--- src/common/cau_pkg.sv ---
// Shared constants and types for the compact ALU execute block.
// Assumes a single core clock domain and an AHB-Lite register slave.
package cau_pkg;

    // Register byte offsets on the bus
    localparam logic [7:0]  OFS_INSTR   = 8'h00;
    localparam logic [7:0]  OFS_STATUS  = 8'h04;
    localparam logic [7:0]  OFS_REGSEL  = 8'h08;
    localparam logic [7:0]  OFS_REGDATA = 8'h0C;

    // Status word field positions
    localparam int          ST_FLAGS_LSB = 0;
    localparam int          ST_BUSY_BIT  = 4;
    localparam int          ST_UNDEF_BIT = 5;

    // Reset values
    localparam logic [15:0] RST_INSTR  = 16'h0000;
    localparam logic [3:0]  RST_FLAGS  = 4'h0;
    localparam logic [3:0]  RST_REGSEL = 4'h0;
    localparam logic [31:0] RST_WORD   = 32'h0000_0000;

    // Bus encodings
    localparam logic [2:0]  SIZE_WORD = 3'h2;
    localparam logic        RESP_OKAY = 1'b0;

    // Instruction encodings
    localparam logic [5:0]  DP_GROUP = 6'h10;
    localparam logic [3:0]  OPC_MUL  = 4'hD;
    localparam logic [3:0]  OPC_INV  = 4'hF;
    localparam logic [3:0]  OPC_NEG  = 4'h9;
    localparam logic [3:0]  OPC_OR   = 4'hC;
    localparam logic [7:0]  HI_COPY  = 8'h46;
    localparam logic [9:0]  LO_COPY  = 10'h070;

    // Register file shape
    localparam int          REG_COUNT = 16;

    typedef enum logic [2:0] {
        OP_NONE    = 3'b000,
        OP_COPY_LO = 3'b001,
        OP_COPY_HI = 3'b010,
        OP_MUL     = 3'b011,
        OP_INV     = 3'b100,
        OP_NEG     = 3'b101,
        OP_OR      = 3'b110
    } cau_op_type;

    typedef struct packed {
        cau_op_type op;
        logic [3:0] srcIdx;
        logic [3:0] dstIdx;
    } cau_dec_type;

    typedef struct packed {
        logic n;
        logic z;
        logic c;
        logic v;
    } cau_flags_type;

    typedef enum logic [2:0] {
        CORE_IDLE   = 3'b000,
        CORE_RD_SRC = 3'b001,
        CORE_RD_DST = 3'b010,
        CORE_EXEC   = 3'b011,
        CORE_MUL    = 3'b100
    } cau_core_type;

    typedef enum logic [1:0] {
        BUS_IDLE = 2'b00,
        BUS_WAIT = 2'b01,
        BUS_DONE = 2'b10
    } cau_bus_type;

endpackage : cau_pkg

--- src/core/cau_regfile.sv ---
// Sixteen-word general register file for the execute block.
// Assumes one write and one read per cycle; read data is registered.
`timescale 1ns/1ps
`default_nettype none
module cau_regfile (
    // Clock, reset and freeze
    input  wire logic        sys_clk,
    input  wire logic        rst,
    input  wire logic        ce,
    // Write port
    input  wire logic        wrEn,
    input  wire logic [3:0]  wrAddr,
    input  wire logic [31:0] wrData,
    // Read port, data one cycle after the address
    input  wire logic [3:0]  rdAddr,
    output logic      [31:0] rdData
);
    logic [31:0] mem [0:cau_pkg::REG_COUNT-1];

    // Storage; contents are left undefined by reset, like any core register
    always_ff @(posedge sys_clk) begin
        if (ce && wrEn) begin
            mem[wrAddr] <= wrData;
        end
    end

    // Registered read; a same-cycle write shows up one access later
    always_ff @(posedge sys_clk) begin
        if (rst) begin
            rdData <= cau_pkg::RST_WORD;
        end else if (ce) begin
            rdData <= mem[rdAddr];
        end
    end
endmodule : cau_regfile
`default_nettype wire

--- src/core/cau_top.sv ---
// Execute datapath for copy, multiply, invert, negate and OR operations.
// Assumes an AHB-Lite master on the single core clock; no other partner.
// What this block does
// - Low copy writes source, sets N and Z, clears C and V.
// - High copy writes source and leaves all four flags alone.
// - High copy destination index is dest_high_select over dest_reg.
// - High copy source index is src_high_select over src_reg.
// - Both select bits zero give nonflag_low_copy between low registers.
// - That low-low form is undefined on old revisions; newer behaviour used.
// - product_low_word writes low 32 product bits back to dest_reg.
// - Low product word is identical for signed and unsigned operands.
// - product_low_word sets N and Z from its result.
// - product_low_word leaves C unchanged.
// - Multiplier early termination looks at the dest_reg operand.
// - Multiply is correct when dest_reg and src_reg are the same.
// - invert_copy writes ones complement, sets N and Z, keeps C, V.
// - zero_minus_operand writes negation, C is not borrow, V overflow.
// - bitwise_union writes OR, sets N and Z, keeps C and V.
// - Low copy is bits 15..6 equal 0001110000, flags from value.
//
// The implementer's own choices: the address map and register access over AHB-Lite.
`timescale 1ns/1ps
`default_nettype none
module cau_top (
    // Clock, reset and freeze
    input  wire logic        sys_clk,
    input  wire logic        rst,
    input  wire logic        ce,
    // AHB-Lite slave
    input  wire logic        hsel,
    input  wire logic [31:0] haddr,
    input  wire logic [1:0]  htrans,
    input  wire logic        hwrite,
    input  wire logic [2:0]  hsize,
    input  wire logic [31:0] hwdata,
    input  wire logic        hready,
    output logic             hreadyout,
    output logic      [31:0] hrdata,
    output logic             hresp
);
    // Decode one instruction halfword into operation and register indices
    function automatic cau_pkg::cau_dec_type decodeInstr(
        input logic [15:0] ins
    );
        cau_pkg::cau_dec_type d;
        d.op     = cau_pkg::OP_NONE;
        d.srcIdx = {1'b0, ins[5:3]};
        d.dstIdx = {1'b0, ins[2:0]};
        if (ins[15:10] == cau_pkg::DP_GROUP) begin
            case (ins[9:6])
                cau_pkg::OPC_MUL: d.op = cau_pkg::OP_MUL;
                cau_pkg::OPC_INV: d.op = cau_pkg::OP_INV;
                cau_pkg::OPC_NEG: d.op = cau_pkg::OP_NEG;
                cau_pkg::OPC_OR:  d.op = cau_pkg::OP_OR;
                default:          d.op = cau_pkg::OP_NONE;
            endcase
        end else if (ins[15:8] == cau_pkg::HI_COPY) begin
            // Both selects zero decode as the low-low copy too
            d.op     = cau_pkg::OP_COPY_HI;
            d.srcIdx = {ins[6], ins[5:3]};
            d.dstIdx = {ins[7], ins[2:0]};
        end else if (ins[15:6] == cau_pkg::LO_COPY) begin
            d.op = cau_pkg::OP_COPY_LO;
        end
        return d;
    endfunction : decodeInstr

    cau_pkg::cau_bus_type   busState;
    cau_pkg::cau_core_type  coreState;
    cau_pkg::cau_dec_type   opReg;
    cau_pkg::cau_dec_type   busDec;
    cau_pkg::cau_flags_type flagsReg;
    cau_pkg::cau_flags_type aluFlags;
    logic [7:0]             busAddr;
    logic                   busWrite;
    logic                   busWordOk;
    logic                   busWr;
    logic                   accept;
    logic                   startCore;
    logic                   undefSet;
    logic                   undefClr;
    logic                   undefReg;
    logic [15:0]            instrReg;
    logic [3:0]             regSel;
    logic [31:0]            srcVal;
    logic [31:0]            dstVal;
    logic [31:0]            mulAcc;
    logic [31:0]            mulCand;
    logic [31:0]            mulRem;
    logic [31:0]            aluRes;
    logic [32:0]            negDiff;
    logic [31:0]            readMux;
    logic                   coreWr;
    logic                   wrEn;
    logic [3:0]             wrAddr;
    logic [31:0]            wrData;
    logic [3:0]             rdAddr;
    logic [31:0]            rdData;

    // Bus request decode
    assign accept = hsel && htrans[1] && hready && (busState == cau_pkg::BUS_IDLE);
    assign busWr  = (busState == cau_pkg::BUS_DONE) && busWrite && busWordOk;
    assign busDec = decodeInstr(hwdata[15:0]);
    assign startCore = busWr && (busAddr == cau_pkg::OFS_INSTR)
                       && (busDec.op != cau_pkg::OP_NONE);
    assign undefSet  = busWr && (busAddr == cau_pkg::OFS_INSTR)
                       && (busDec.op == cau_pkg::OP_NONE);
    assign undefClr  = busWr && (busAddr == cau_pkg::OFS_STATUS)
                       && hwdata[cau_pkg::ST_UNDEF_BIT];

    // Bus phase tracker; every access waits for the core to be idle,
    // which keeps the single register-file read port free of conflicts
    always_ff @(posedge sys_clk) begin
        if (rst) begin
            busState  <= cau_pkg::BUS_IDLE;
            hreadyout <= 1'b1;
            busAddr   <= 8'h00;
            busWrite  <= 1'b0;
            busWordOk <= 1'b0;
        end else if (ce) begin
            unique case (busState)
                cau_pkg::BUS_IDLE: begin
                    if (accept) begin
                        busAddr   <= haddr[7:0];
                        busWrite  <= hwrite;
                        busWordOk <= (hsize == cau_pkg::SIZE_WORD);
                        hreadyout <= 1'b0;
                        busState  <= cau_pkg::BUS_WAIT;
                    end
                end
                cau_pkg::BUS_WAIT: begin
                    if (coreState == cau_pkg::CORE_IDLE) begin
                        busState <= cau_pkg::BUS_DONE;
                    end
                end
                cau_pkg::BUS_DONE: begin
                    hreadyout <= 1'b1;
                    busState  <= cau_pkg::BUS_IDLE;
                end
                default: begin
                    hreadyout <= 1'b1;
                    busState  <= cau_pkg::BUS_IDLE;
                end
            endcase
        end
    end

    // Read data multiplexer; unmapped offsets read as zero
    always_comb begin
        readMux = cau_pkg::RST_WORD;
        case (busAddr)
            cau_pkg::OFS_INSTR:   readMux[15:0] = instrReg;
            cau_pkg::OFS_STATUS: begin
                readMux[cau_pkg::ST_FLAGS_LSB +: 4] = flagsReg;
                readMux[cau_pkg::ST_BUSY_BIT] = (coreState != cau_pkg::CORE_IDLE);
                readMux[cau_pkg::ST_UNDEF_BIT] = undefReg;
            end
            cau_pkg::OFS_REGSEL:  readMux[3:0] = regSel;
            cau_pkg::OFS_REGDATA: readMux = rdData;
            default:              readMux = cau_pkg::RST_WORD;
        endcase
    end

    // Read data register, loaded in the last data-phase cycle
    always_ff @(posedge sys_clk) begin
        if (rst) begin
            hrdata <= cau_pkg::RST_WORD;
        end else if (ce && busState == cau_pkg::BUS_DONE && !busWrite) begin
            hrdata <= readMux;
        end
    end

    // Response is always OKAY; kept in a flop for a clean output
    always_ff @(posedge sys_clk) begin
        if (rst) begin
            hresp <= cau_pkg::RESP_OKAY;
        end else if (ce) begin
            hresp <= cau_pkg::RESP_OKAY;
        end
    end

    // Software-visible control registers
    always_ff @(posedge sys_clk) begin
        if (rst) begin
            instrReg <= cau_pkg::RST_INSTR;
            regSel   <= cau_pkg::RST_REGSEL;
            opReg    <= '{op: cau_pkg::OP_NONE, srcIdx: 4'h0, dstIdx: 4'h0};
        end else if (ce && busWr) begin
            if (busAddr == cau_pkg::OFS_INSTR) begin
                instrReg <= hwdata[15:0];
                opReg    <= busDec;
            end
            if (busAddr == cau_pkg::OFS_REGSEL) begin
                regSel <= hwdata[3:0];
            end
        end
    end

    // Undefined-encoding flag; a new event beats a same-cycle clear
    always_ff @(posedge sys_clk) begin
        if (rst) begin
            undefReg <= 1'b0;
        end else if (ce) begin
            undefReg <= undefSet | (undefReg & ~undefClr);
        end
    end

    // Core sequencer: read source, read destination, then execute
    always_ff @(posedge sys_clk) begin
        if (rst) begin
            coreState <= cau_pkg::CORE_IDLE;
        end else if (ce) begin
            unique case (coreState)
                cau_pkg::CORE_IDLE: begin
                    if (startCore) begin
                        coreState <= cau_pkg::CORE_RD_SRC;
                    end
                end
                cau_pkg::CORE_RD_SRC: coreState <= cau_pkg::CORE_RD_DST;
                cau_pkg::CORE_RD_DST: coreState <= cau_pkg::CORE_EXEC;
                cau_pkg::CORE_EXEC: begin
                    if (opReg.op == cau_pkg::OP_MUL) begin
                        coreState <= cau_pkg::CORE_MUL;
                    end else begin
                        coreState <= cau_pkg::CORE_IDLE;
                    end
                end
                cau_pkg::CORE_MUL: begin
                    if (mulRem == 32'h0000_0000) begin
                        coreState <= cau_pkg::CORE_IDLE;
                    end
                end
                default: coreState <= cau_pkg::CORE_IDLE;
            endcase
        end
    end

    // Operand capture; both values are latched before any write-back,
    // so a shared source and destination register is harmless
    always_ff @(posedge sys_clk) begin
        if (rst) begin
            srcVal <= cau_pkg::RST_WORD;
            dstVal <= cau_pkg::RST_WORD;
        end else if (ce) begin
            if (coreState == cau_pkg::CORE_RD_DST) begin
                srcVal <= rdData;
            end
            if (coreState == cau_pkg::CORE_EXEC) begin
                dstVal <= rdData;
            end
        end
    end

    // Shift-add multiplier; stops as soon as the destination operand
    // has no set bits left (unsigned early termination)
    always_ff @(posedge sys_clk) begin
        if (rst) begin
            mulAcc  <= cau_pkg::RST_WORD;
            mulCand <= cau_pkg::RST_WORD;
            mulRem  <= cau_pkg::RST_WORD;
        end else if (ce) begin
            if (coreState == cau_pkg::CORE_EXEC) begin
                mulAcc  <= cau_pkg::RST_WORD;
                mulCand <= srcVal;
                mulRem  <= rdData;
            end else if (coreState == cau_pkg::CORE_MUL && mulRem != 32'h0000_0000) begin
                // Only the low word is ever formed, so sign does not matter
                if (mulRem[0]) begin
                    mulAcc <= mulAcc + mulCand;
                end
                mulCand <= {mulCand[30:0], 1'b0};
                mulRem  <= {1'b0, mulRem[31:1]};
            end
        end
    end

    // Result and flag computation; destination value is rdData in EXEC
    always_comb begin
        aluFlags = flagsReg;
        aluRes   = srcVal;
        negDiff  = {1'b0, cau_pkg::RST_WORD} - {1'b0, srcVal};
        case (opReg.op)
            cau_pkg::OP_COPY_LO: begin
                aluRes     = srcVal;
                aluFlags.c = 1'b0;
                aluFlags.v = 1'b0;
            end
            cau_pkg::OP_COPY_HI: aluRes = srcVal;
            cau_pkg::OP_INV:     aluRes = ~srcVal;
            cau_pkg::OP_NEG: begin
                aluRes     = negDiff[31:0];
                aluFlags.c = ~negDiff[32];
                aluFlags.v = srcVal[31] & negDiff[31];
            end
            cau_pkg::OP_OR:      aluRes = rdData | srcVal;
            cau_pkg::OP_MUL:     aluRes = mulAcc;
            default:             aluRes = srcVal;
        endcase
        // N and Z follow the result except for the high copy
        if (opReg.op != cau_pkg::OP_COPY_HI) begin
            aluFlags.n = aluRes[31];
            aluFlags.z = (aluRes == 32'h0000_0000);
        end
    end

    // Write-back selection between core and bus
    assign coreWr = ((coreState == cau_pkg::CORE_EXEC)
                     && (opReg.op != cau_pkg::OP_MUL))
                    || ((coreState == cau_pkg::CORE_MUL)
                     && (mulRem == 32'h0000_0000));
    assign wrEn   = coreWr || (busWr && busAddr == cau_pkg::OFS_REGDATA);
    assign wrAddr = coreWr ? opReg.dstIdx : regSel;
    assign wrData = coreWr ? aluRes : hwdata;
    assign rdAddr = (coreState == cau_pkg::CORE_RD_SRC) ? opReg.srcIdx :
                    (coreState == cau_pkg::CORE_RD_DST) ? opReg.dstIdx :
                    regSel;

    // Condition flags; the high copy passes them through untouched
    always_ff @(posedge sys_clk) begin
        if (rst) begin
            flagsReg <= cau_pkg::RST_FLAGS;
        end else if (ce) begin
            if (busWr && busAddr == cau_pkg::OFS_STATUS) begin
                flagsReg <= hwdata[cau_pkg::ST_FLAGS_LSB +: 4];
            end else if (coreWr) begin
                flagsReg <= aluFlags;
            end
        end
    end

    cau_regfile u_regfile (
        .sys_clk (sys_clk),
        .rst     (rst),
        .ce      (ce),
        .wrEn    (wrEn),
        .wrAddr  (wrAddr),
        .wrData  (wrData),
        .rdAddr  (rdAddr),
        .rdData  (rdData)
    );
endmodule : cau_top
`default_nettype wire

--- config.mk ---
export PLATFORM = sky130hd
export DESIGN_NAME = cau_top
export DESIGN_NICKNAME = d
export VERILOG_FILES = /design/src/common/cau_pkg.sv /design/src/core/cau_regfile.sv /design/src/core/cau_top.sv
export SDC_FILE = /design/constraint.sdc
export NUM_CORES = 1
export LEC_CHECK = 0
export ABC_AREA = 1
export BUFFER_PORTS_ARGS = -buffer_cell sky130_fd_sc_hd__buf_4
export CAP_MARGIN = 30
export CORE_MARGIN = 3
export CORE_UTILIZATION = 41
export DETAILED_ROUTE_END_ITERATION = 10
export PLACE_DENSITY = 0.54
export SLEW_MARGIN = 15
export SYNTH_ARGS = -nofsm -noshare
export SYNTH_HDL_FRONTEND = slang
export SYNTH_HIERARCHICAL = 1
export SYNTH_SLANG_ARGS = --single-unit
--- constraint.sdc ---
create_clock -name sys_clk -period 4.1 [get_ports sys_clk]
set_clock_uncertainty 0.15 [all_clocks]
set_input_delay 0.205 -clock sys_clk [delete_from_list [all_inputs] [get_ports sys_clk]]
set_output_delay 0.205 -clock sys_clk [all_outputs]
set_load 0.005 [all_outputs]
# ---- Yosys cells after proc, flatten, opt, wreduce, memory -nomap -nowiden
# Memory sizes are Yosys's and may differ from the RTL's. A register that Yosys moved wholly into a read port is not among the register bits.
# Index checks and enable logic that the tools add are counted.
dict set report totals {
  mem_bits_rw 512
  wordCells 143
  reg_bits 212
  inputBits 75
  memories 1
}
# name words word_bits read_ports rd_ports_with_merged_regs wr line
set mem_list {}
lappend mem_list {u_regfile.mem 16 32 1 1 1 cau_regfile.sv:18} ;# logic [31:0] mem [0:cau_pkg::REG_COUNT-1];
dict set report op_classes {
  n_addsub 2
  bitwise_logic 8
  mux 37
  eq_ne 28
  reduce_logical 46
}
# op count
set ops {}
lappend ops {{$mux 32} 8}
lappend ops {{$pmux 32 s4} 1}
lappend ops {{$logic_not 32->1} 2}
lappend ops {{$sub 1x32->33 const A} 1}
lappend ops {{$add 32x32->32} 1}
lappend ops {{$not 32->32} 1}
lappend ops {{$or 32x32->32} 1}
lappend ops {{$reduce_bool 32->1} 1}
lappend ops {{$reduce_and 3->1} 7}
lappend ops {{$mux 4} 5}
lappend ops {{$pmux 10 s2} 1}
lappend ops {{$logic_and 1x1->1} 18}
lappend ops {{$eq 4x4->1 const B} 4}
lappend ops {{$eq 8x4->1 const B} 2}
lappend ops {{$mux 16} 1}
lappend ops {{$mux 8} 2}
lappend ops {{$pmux 4 s4} 1}
lappend ops {{$mux 3} 5}
lappend ops {{$pmux 3 s5} 1}
lappend ops {{$eq 3x2->1 const B} 4}
lappend ops {{$eq 3x3->1 const B} 4}
lappend ops {{$pmux 3 s4} 1}
lappend ops {{$eq 10x7->1 const B} 1}
lappend ops {{$reduce_bool 3->1} 3}
lappend ops {{24 further kinds} 45}

# ---- Longest topological paths before layout
# Gate-level depths: netlist of run 1.
dict set report depth {
  ltp_word 8
  ltp_mapped 20
}

# ---- Cells and area by module
# The synthesis of run 1 kept the hierarchy.
# mod instances seq_area_each_um2 cells_per_inst area_each_um2
set modules_own_cells {}
lappend modules_own_cells {cau_regfile 1 16015.4 1877 21937.3}
lappend modules_own_cells {cau_top 1 4124.0 2037 12791.0}

# ---- Worst setup path before layout of run 1
# No wires, ideal clock.
dict set report synth_path {
  path_type {register -> register}
  startpoint {reg mulRem[0]}
  endpoint {mem u_regfile.mem[4][0] (enable)}
  path_slack_ps 477
  setup_ps 421
  path_stages_with_launch 10
  arrival_ps 3052
  path_buffers 1
  synth_period_minus_slack_ps 3623
  cell_sequence {dfxtp_1 > nor4_1 > nand4_1 > nor2_1 > nand2_1 > nand2_2 > clkbuf_1 > o21ai_0 > nand3b_1 > nor2_1}
}
# item line
set synth_rtl {}
lappend synth_rtl {{start: declaration} cau_top.sv:89} ;# logic [31:0] mulRem;
lappend synth_rtl {{start signal: assignment} cau_top.sv:260} ;# mulRem <= cau_pkg::RST_WORD;
lappend synth_rtl {{start signal: assignment} cau_top.sv:265} ;# mulRem <= rdData;
lappend synth_rtl {{start signal: assignment} cau_top.sv:272} ;# mulRem <= {1'b0, mulRem[31:1]};
lappend synth_rtl {{$logic_not 32->1} cau_top.sv:310} ;# && (mulRem == 32'h0000_0000));
lappend synth_rtl {{$logic_and 1x1->1} cau_top.sv:310}
lappend synth_rtl {{$logic_or 1x1->1} cau_top.sv:309} ;# || ((coreState == cau_pkg::CORE_MUL)
lappend synth_rtl {{$mux 4} cau_top.sv:312} ;# assign wrAddr = coreWr ? opReg.dstIdx : regSel;
lappend synth_rtl {{named net wrAddr[3]} cau_top.sv:95} ;# logic [3:0] wrAddr;
lappend synth_rtl {{end: declaration} cau_regfile.sv:18}
# The timed path passes the listed nets, and every way through them passes these cells.

# ---- Worst setup path after layout of run 1
dict set report layout_path {
  startpoint {reg srcVal[24]}
  endpoint {reg flagsReg[2] in the netlist's numbering}
}
dict set report layout_via {
  elab_chain_len 6
}
# item line
set layout_rtl {}
lappend layout_rtl {{start: declaration} cau_top.sv:85} ;# logic [31:0] srcVal;
lappend layout_rtl {{start signal: assignment} cau_top.sv:242} ;# srcVal <= cau_pkg::RST_WORD;
lappend layout_rtl {{start signal: assignment} cau_top.sv:246} ;# srcVal <= rdData;
lappend layout_rtl {{$sub 1x32->33, or another cell as far along} cau_top.sv:281} ;# negDiff = {1'b0, cau_pkg::RST_WORD} - {1'b0, srcVal};
lappend layout_rtl {{$pmux 32 s4 *} cau_top.sv:282} ;# case (opReg.op)
lappend layout_rtl {{$logic_not 32->1 *} cau_top.sv:302} ;# aluFlags.z = (aluRes == 32'h0000_0000);
lappend layout_rtl {{$mux 2 *} cau_top.sv:300} ;# if (opReg.op != cau_pkg::OP_COPY_HI) begin
lappend layout_rtl {{$mux 4 *} cau_top.sv:325} ;# end else if (coreWr) begin
lappend layout_rtl {{$mux 4 *} cau_top.sv:323} ;# if (busWr && busAddr == cau_pkg::OFS_STATUS) begin
lappend layout_rtl {{end signal: assignment} cau_top.sv:321} ;# flagsReg <= cau_pkg::RST_FLAGS;
lappend layout_rtl {{end signal: assignment} cau_top.sv:324} ;# flagsReg <= hwdata[cau_pkg::ST_FLAGS_LSB +: 4];
lappend layout_rtl {{end signal: assignment} cau_top.sv:326} ;# flagsReg <= aluFlags;
lappend layout_rtl {{end: declaration} cau_top.sv:72} ;# cau_pkg::cau_flags_type flagsReg;
# Every way passes the cells marked *; elsewhere a longest branch is shown, timed or not. The select of a mux whose other input is x is not followed.
# A chain may end at the register's enable or synchronous reset.

==> impl_metrics.py, run 1 <==
metrics = {
    "outcome": {
        "status": "complete, no violations",
    },
    "grt": {
        "grt-ovfl-total": 0,
        "use_met3_pct": 4.576,
        "grt_util_met2_pct": 38.89,
        "grt_pass1_wl_mm": 171.9,
        "top_usage_layer": "met2",
        "grt_max_degree": 102,
        "use_met1_pct": 37.68,
        "antenna_found_initial": 1,
        "grtUsageTotal_pct": 25.63,
        "grt_pass1_vias": 26490,
    },
    "clock_network": {
        "clock_sinks": 750,
        "htreeDepth": 3,
        "cts_inserted_buffers": 82,
        "clk_latency_ns": 0.66,
        "cts-root-buf": "clkbuf_16",
        "cts.path.max_buffers": 3,
        "cts_tree": "done",
        "post_cts_resized": 0,
        "clk_pin_slew_ns": 0.06,
    },
    "drt": {
        "avgViaCountPerCell": 5.382,
        "vias": 28120,
        "dr.pass1.iters": 6,
        "drc": 0,
        "postRouteAntennaNets": 0,
        "wl_mm": 115.5,
        "drt-initial-drc-count": 2455,
        "post_drt_wl_per_cell_um": 22.10,
    },
    "floorplan": {
        "rows": 106,
        "dieArea_um2": 88230,
        "start_util_pct": 41.43,
        "dieHeight_um": 297.0,
        "pin_count": 109,
        "die_w_um": 297.0,
        "coreArea_um2": 83820,
    },
    "placed_design": {
        "post_dp_cell_area_um2": 36940,
        "dpl_worst_slack_ns": 0.6450,
        "place.gp.congestion": 0.9467,
        "dp_hpwl_mm": 73.33,
        "port_buffers": 82,
    },
    "sta": {
        "period_share_pct": 86.89,
        "rsz0062_at_grt": "no",
        "drv_slew": 0,
        "worstMarginPinSlew_ns": 1.011,
        "setup_violations": 0,
        "fin_ws_ns": 0.5374,
        "layout_min_cycle_time_ns": 3.563,
        "maxSlewHeadroom_pct": 31.71,
        "setup_tns_ns": 0,
        "hold_viol_final": 0,
        "fmax_ghz": 0.2807,
    },
    "cells_and_area": {
        "finalNetCount": 4132,
        "seq_area_um2": 20140,
        "multi_input_area_um2": 12670,
        "fillCellCount": 8111,
        "fin_area_um2": 40120,
        "diodes": 0,
        "mostFrequentLayoutCells": "nand2_1 (1194), nand3_1 (539), edfxtp_1 (512)",
        "synthToLayoutAreaGrowth_pct": 15.52,
        "utilization_pct": 47.86,
        "drive_gt1_share_pct": 9.900,
        "mostFrequentLayoutCell": "nand2_1",
    },
    "synthesis": {
        "synth_warnings": 6,
        "async_flop_share_pct": 0,
        "syn-cell-area_um2": 34730,
        "ys_seq_area_share_pct": 57.99,
        "synth_area_per_cell_um2": 8.873,
        "synth_nets": 4023,
        "yosysUniqueCellTypes": 52,
        "synthFlopType": "edfxtp_1",
        "ys_ff_latch": 750,
        "synth_edf_count": 512,
        "syn_inst": 3914,
        "yosysTopAreaCellShare_pct": 44.27,
        "synth_top_area_cell": "edfxtp_1",
        "synthTopCellsByArea": "edfxtp_1 (44%), dfxtp_1 (14%), nand2_1 (13%), nand3_1 (7.8%), o21ai_0 (3.3%)",
    },
    "setup_path": {
        "r2r_end": "flagsReg[2]",
        "crit_required_ns": 4.53,
        "cp.arrival_ns": 3.99,
        "rr_worst_depth": 20,
        "reg2reg_from": "srcVal[24]",
        "critical_path_class": "register to register",
        "worstSetupEndpointType": "register",
        "rrSetupSlack_ns": 0.54,
        "start_kind": "register",
        "critPathMaxFanout": 5,
    },
    "hold_path": {
        "min_to": "u_regfile/mem[8][21]",
        "worstHoldStart": "hwdata[21]",
        "hold_path_class": "primary input to register",
        "min_path_cells": 4,
    },
    "power_and_ir_drop": {
        "irDropWorstVdd_uv": 320.1,
        "leakage_nw": 15.50,
        "power.density_nw_per_um2": 514.4,
    },
    "run": {
        "cap_viol_max_count": 0,
    },
}
## cell type report
cell class                 instances  share of cell area [%]
clock buffer                     108                   5.458
clock inverter                    44                   1.372
inverter                         224                   2.124
multi-input combinational       2725                   31.57
sequential                       750                   50.20
tap                             1134                   3.537
timing repair buffer             240                   5.739
## worst max-delay path, stage by stage (launching register included)
cell,delay (ns)
dfxtp_1,0.40
nor2_1,0.29
nand3_1,0.18
nor2_1,0.12
nand2_1,0.07
nor2_1,0.11
nand2_1,0.08
nor4_1,0.43
ha_1,0.20
nor2_1,0.04
nor2_1,0.09
nand2_1,0.07
nor2_2,0.24
nand2_1,0.08
nor2_1,0.09
nand2_1,0.05
nor2_1,0.18
nand3_1,0.10
nor2_1,0.11
nand3_1,0.22
a21oi_1,0.19
## cell usage after synthesis, types with 16 or more instances
cell type,number
nand2_1,1196
nand3_1,539
edfxtp_1,512
nor2_1,299
dfxtp_1,238
o21ai_0,228
inv_1,211
a21oi_1,194
clkbuf_1,82
a31oi_1,65
buf_2,52
buf_6,38
ha_1,33
nand4_1,28
buf_4,26
nor3_1,19
or2_2,16
## worst max path at each step
stage / startpoint / end
4_1_cts: srcVal[1] / u_regfile/mem[14][26]
3_5_place_dp: srcVal[1] / u_regfile/mem[5][26]
3_3_place_gp: srcVal[1] / u_regfile/mem[7][26]
6_report: srcVal[24] / flagsReg[2]
5_1_grt: srcVal[24] / flagsReg[2]
2_1_floorplan: mulRem[0] / u_regfile/mem[4][0]
## cells by family after synthesis
group / after synthesis / share of synthesized area, %
compound gates: 541 / 8.431
xor+xnor: 9 / 0.2270
fa+ha+maj: 34 / 1.247
buf+inv: 439 / 6.128
flops: 750 / 57.99
other cells: 1 / 0.01080
simple gates: 2140 / 25.97
## per-layer routing
metal  vias to the layer above  wire length, µm
li1                      13520                -
met1                     13530            53840
met2                       912            50660
met3                       165             7682
met4                         2             3270
met5                         -                7
## what timing repair did
item / 4_1_cts / 5_1_grt
endpoints found under the hold margin: 230 / 0
hold buffers: 44 / 0
endpoints found under the setup margin: 0 / 0
buffers inserted: 0 / 0
## power breakdown
| part | internal (W) | switching, W | leakage, nW |
|---|---|---|---|
| combinational | 0.00109 | 0.00280 | 7.65 |
| clock | 0.00428 | 0.00322 | 1.32 |
| sequential | 0.00892 | 0.000325 | 6.54 |
## state kept, by name, summed over array words and instances, names as in the netlist, 8 cells and up
register	count
opReg	11
mulRem	32
u_regfile/mem	512
mulAcc	32
busAddr	8
mulCand	32
u_regfile/rdData	32
srcVal	32
hrdata	32
instrReg	10
## through the flow
stage / total power [W] / cells / hold WS [ns]
final: 0.02064 / 5225 / 0.03304
after detailed placement: 0.01319 / 5029 / 0.2849
after global placement: 0.01315 / 5025 / 0.2769
after global routing: 0.02149 / 5225 / 0.02595
after CTS: 0.02070 / 5225 / 0.007908
after floorplan: 0.01158 / 3914 / 0.1899
(Power assumes the default switching activity.)
==> inputs of run 2 (changes only) <==
Settings changed: PLACE_DENSITY 0.54 to not set.
==> run 2 against run 1 <==
  * Register-to-register slack worse by 0.02 ns
  * Clock power fell by 2%
  * Setup slack got worse by 0.018 ns
  * Utilization shrank 0.069 points
  * Wire length is 8.0% lower
  * Maximum frequency fell by 0.50%
  * Sequential power about the same
==> impl_metrics.py, run 2 (synthesized netlist as in run 1, its figures left out) <==
metrics = {
    "drt": {
        "wl_mm": 106.2,
        "vias": 27930,
        "avgViaCountPerCell": 5.343,
        "dr.pass1.iters": 6,
        "postRouteAntennaNets": 0,
        "post_drt_wl_per_cell_um": 20.33,
        "drc": 0,
        "drt-initial-drc-count": 2745,
    },
    "outcome": {
        "status": "complete, no violations",
    },
    "clock_network": {
        "cts_tree": "done",
        "cts.path.max_buffers": 3,
        "cts-root-buf": "clkbuf_16",
        "clock_sinks": 750,
        "cts_inserted_buffers": 82,
        "clk_latency_ns": 0.65,
        "cts_setup_buffers": 0,
        "clk_pin_slew_ns": 0.06,
        "htreeDepth": 3,
    },
    "sta": {
        "hold_viol_final": 0,
        "rsz0062_at_grt": "no",
        "maxSlewHeadroom_pct": 30.48,
        "layout_min_cycle_time_ns": 3.580,
        "setup_violations": 0,
        "setup_tns_ns": 0,
        "worstMarginPinSlew_ns": 1.042,
        "drv_slew": 0,
        "whs_ns": 0.01598,
        "fmax_ghz": 0.2793,
        "period_share_pct": 87.33,
    },
    "floorplan": {
        "rows": 106,
        "dieHeight_um": 297.0,
        "coreArea_um2": 83820,
        "pin_count": 109,
        "dieArea_um2": 88230,
        "start_util_pct": 41.43,
        "die_w_um": 297.0,
    },
    "hold_path": {
        "min_to": "u_regfile/mem[6][17]",
        "hold_path_class": "primary input to register",
        "worstHoldStart": "hwdata[17]",
        "min_path_cells": 4,
    },
    "grt": {
        "grtUsageTotal_pct": 23.56,
        "grt_pass1_vias": 26330,
        "grt_pass1_wl_mm": 160.8,
        "grt_max_degree": 126,
        "antenna_found_initial": 2,
        "grt-ovfl-total": 0,
    },
    "setup_path": {
        "reg2reg_from": "mulRem[20]",
        "rrSetupSlack_ns": 0.52,
        "critical_path_class": "register to register",
        "critPathMaxFanout": 18,
        "cp.arrival_ns": 3.71,
        "crit_required_ns": 4.23,
        "worstSetupEndpointType": "register",
        "r2r_end": "u_regfile/mem[12][19]",
        "start_kind": "register",
        "rr_worst_depth": 10,
    },
    "power_and_ir_drop": {
        "total_power_w": 0.02055,
        "irDropWorstVdd_uv": 359.2,
        "power.density_nw_per_um2": 513.0,
        "leakage_nw": 15.48,
    },
    "cells_and_area": {
        "drive_gt1_share_pct": 10.00,
        "fillCellCount": 8030,
        "largest_reg_flops": 512,
        "mostFrequentLayoutCells": "nand2_1 (1194), nand3_1 (539), edfxtp_1 (512)",
        "mostFrequentLayoutCell": "nand2_1",
        "finalNetCount": 4130,
        "largest_register": "u_regfile/mem",
        "synthToLayoutAreaGrowth_pct": 15.36,
        "final_cells": 5226,
    },
    "placed_design": {
        "place.gp.congestion": 0.9893,
        "port_buffers": 82,
        "dp_hpwl_mm": 68.88,
        "dp_cells": 5032,
    },
    "run": {
        "cap_viol_max_count": 0,
    },
}
run 2: changes by cell type in the layout (fill, tap and decap cells not counted), sizes merged, moves of 2 or more:
| cell | before | now |
|---|---|---|
| clkbuf | 108 | 113 |
| dlygate4sd3 | 44 | 39 |
| clkinv | 31 | 27 |
| buf | 196 | 199 |
| diode | 0 | 3 |
| bufinv | 7 | 5 |
run 2: area by class of cell:
class	instances	area, µm²	area share, %
multi-input combinational	2725	12670	31.62
tap	1134	1419	3.542
timing repair buffer	238	2287	5.709
clock buffer	113	2295	5.728
clock inverter	39	397.9	0.9932
sequential	750	20140	50.27
inverter	224	849.6	2.121
antenna	3	7.507	0.01874
run 2: how the worst max path moves through the flow:
stage	startpoint	to	slack, ns
2_1_floorplan	mulRem[0]	u_regfile/mem[4][0]	0.48
3_3_place_gp	mulRem[20]	u_regfile/mem[12][23]	0.70
3_5_place_dp	mulRem[20]	u_regfile/mem[12][23]	0.64
4_1_cts	mulRem[20]	u_regfile/mem[12][19]	0.61
5_1_grt	mulRem[20]	u_regfile/mem[12][19]	0.29
6_report	mulRem[20]	u_regfile/mem[12][19]	0.52
run 2: power breakdown:
part	total, W	switching (W)	internal [W]
logic	0.00393	0.00280	0.00114
registers	0.00924	0.000316	0.00892
clock network	0.00738	0.00311	0.00427
run 2: stage by stage:
stage / area (µm²) / utilization (%) / worst slack, ns
finish: 40060 / 47.79 / 0.5197
global route: 40050 / 47.78 / 0.2895
global placement: 36900 / 44.02 / 0.6967
detailed placement: 36970 / 44.11 / 0.6423
floorplan: 34730 / - / 0.4769
CTS: 40050 / 47.78 / 0.6058
run 2: worst max-delay path, stage by stage (launching register included):
cell	delay, ns
dfxtp_1	0.32
nor4_1	0.47
nand4_1	0.35
nor2_1	0.32
nand2_1	0.14
nand2_2	0.18
nand2_1	0.07
o21ai_0	0.19
nand3_1	0.43
nor2_4	0.20
buf_4	0.36
run 2: routing by layer:
layer / vias to the layer above / share of wire (%) / global-route usage [%] / routed length [µm]
li1: 13520 / - / - / -
met1: 13310 / 45 / 32.85 / 47390
met2: 928 / 46 / 37.74 / 48590
met3: 167 / 7.0 / 4.262 / 7460
met4: 0 / 2.6 / 6.729 / 2794
met5: - / 0 / 0 / 0
run 2: timing repair:
| item | 4_1_cts | 5_1_grt |
|---|---|---|
| resized for setup | 0 | 0 |
| hold buffers | 39 | 0 |
| endpoints found under the hold margin | 197 | 0 |
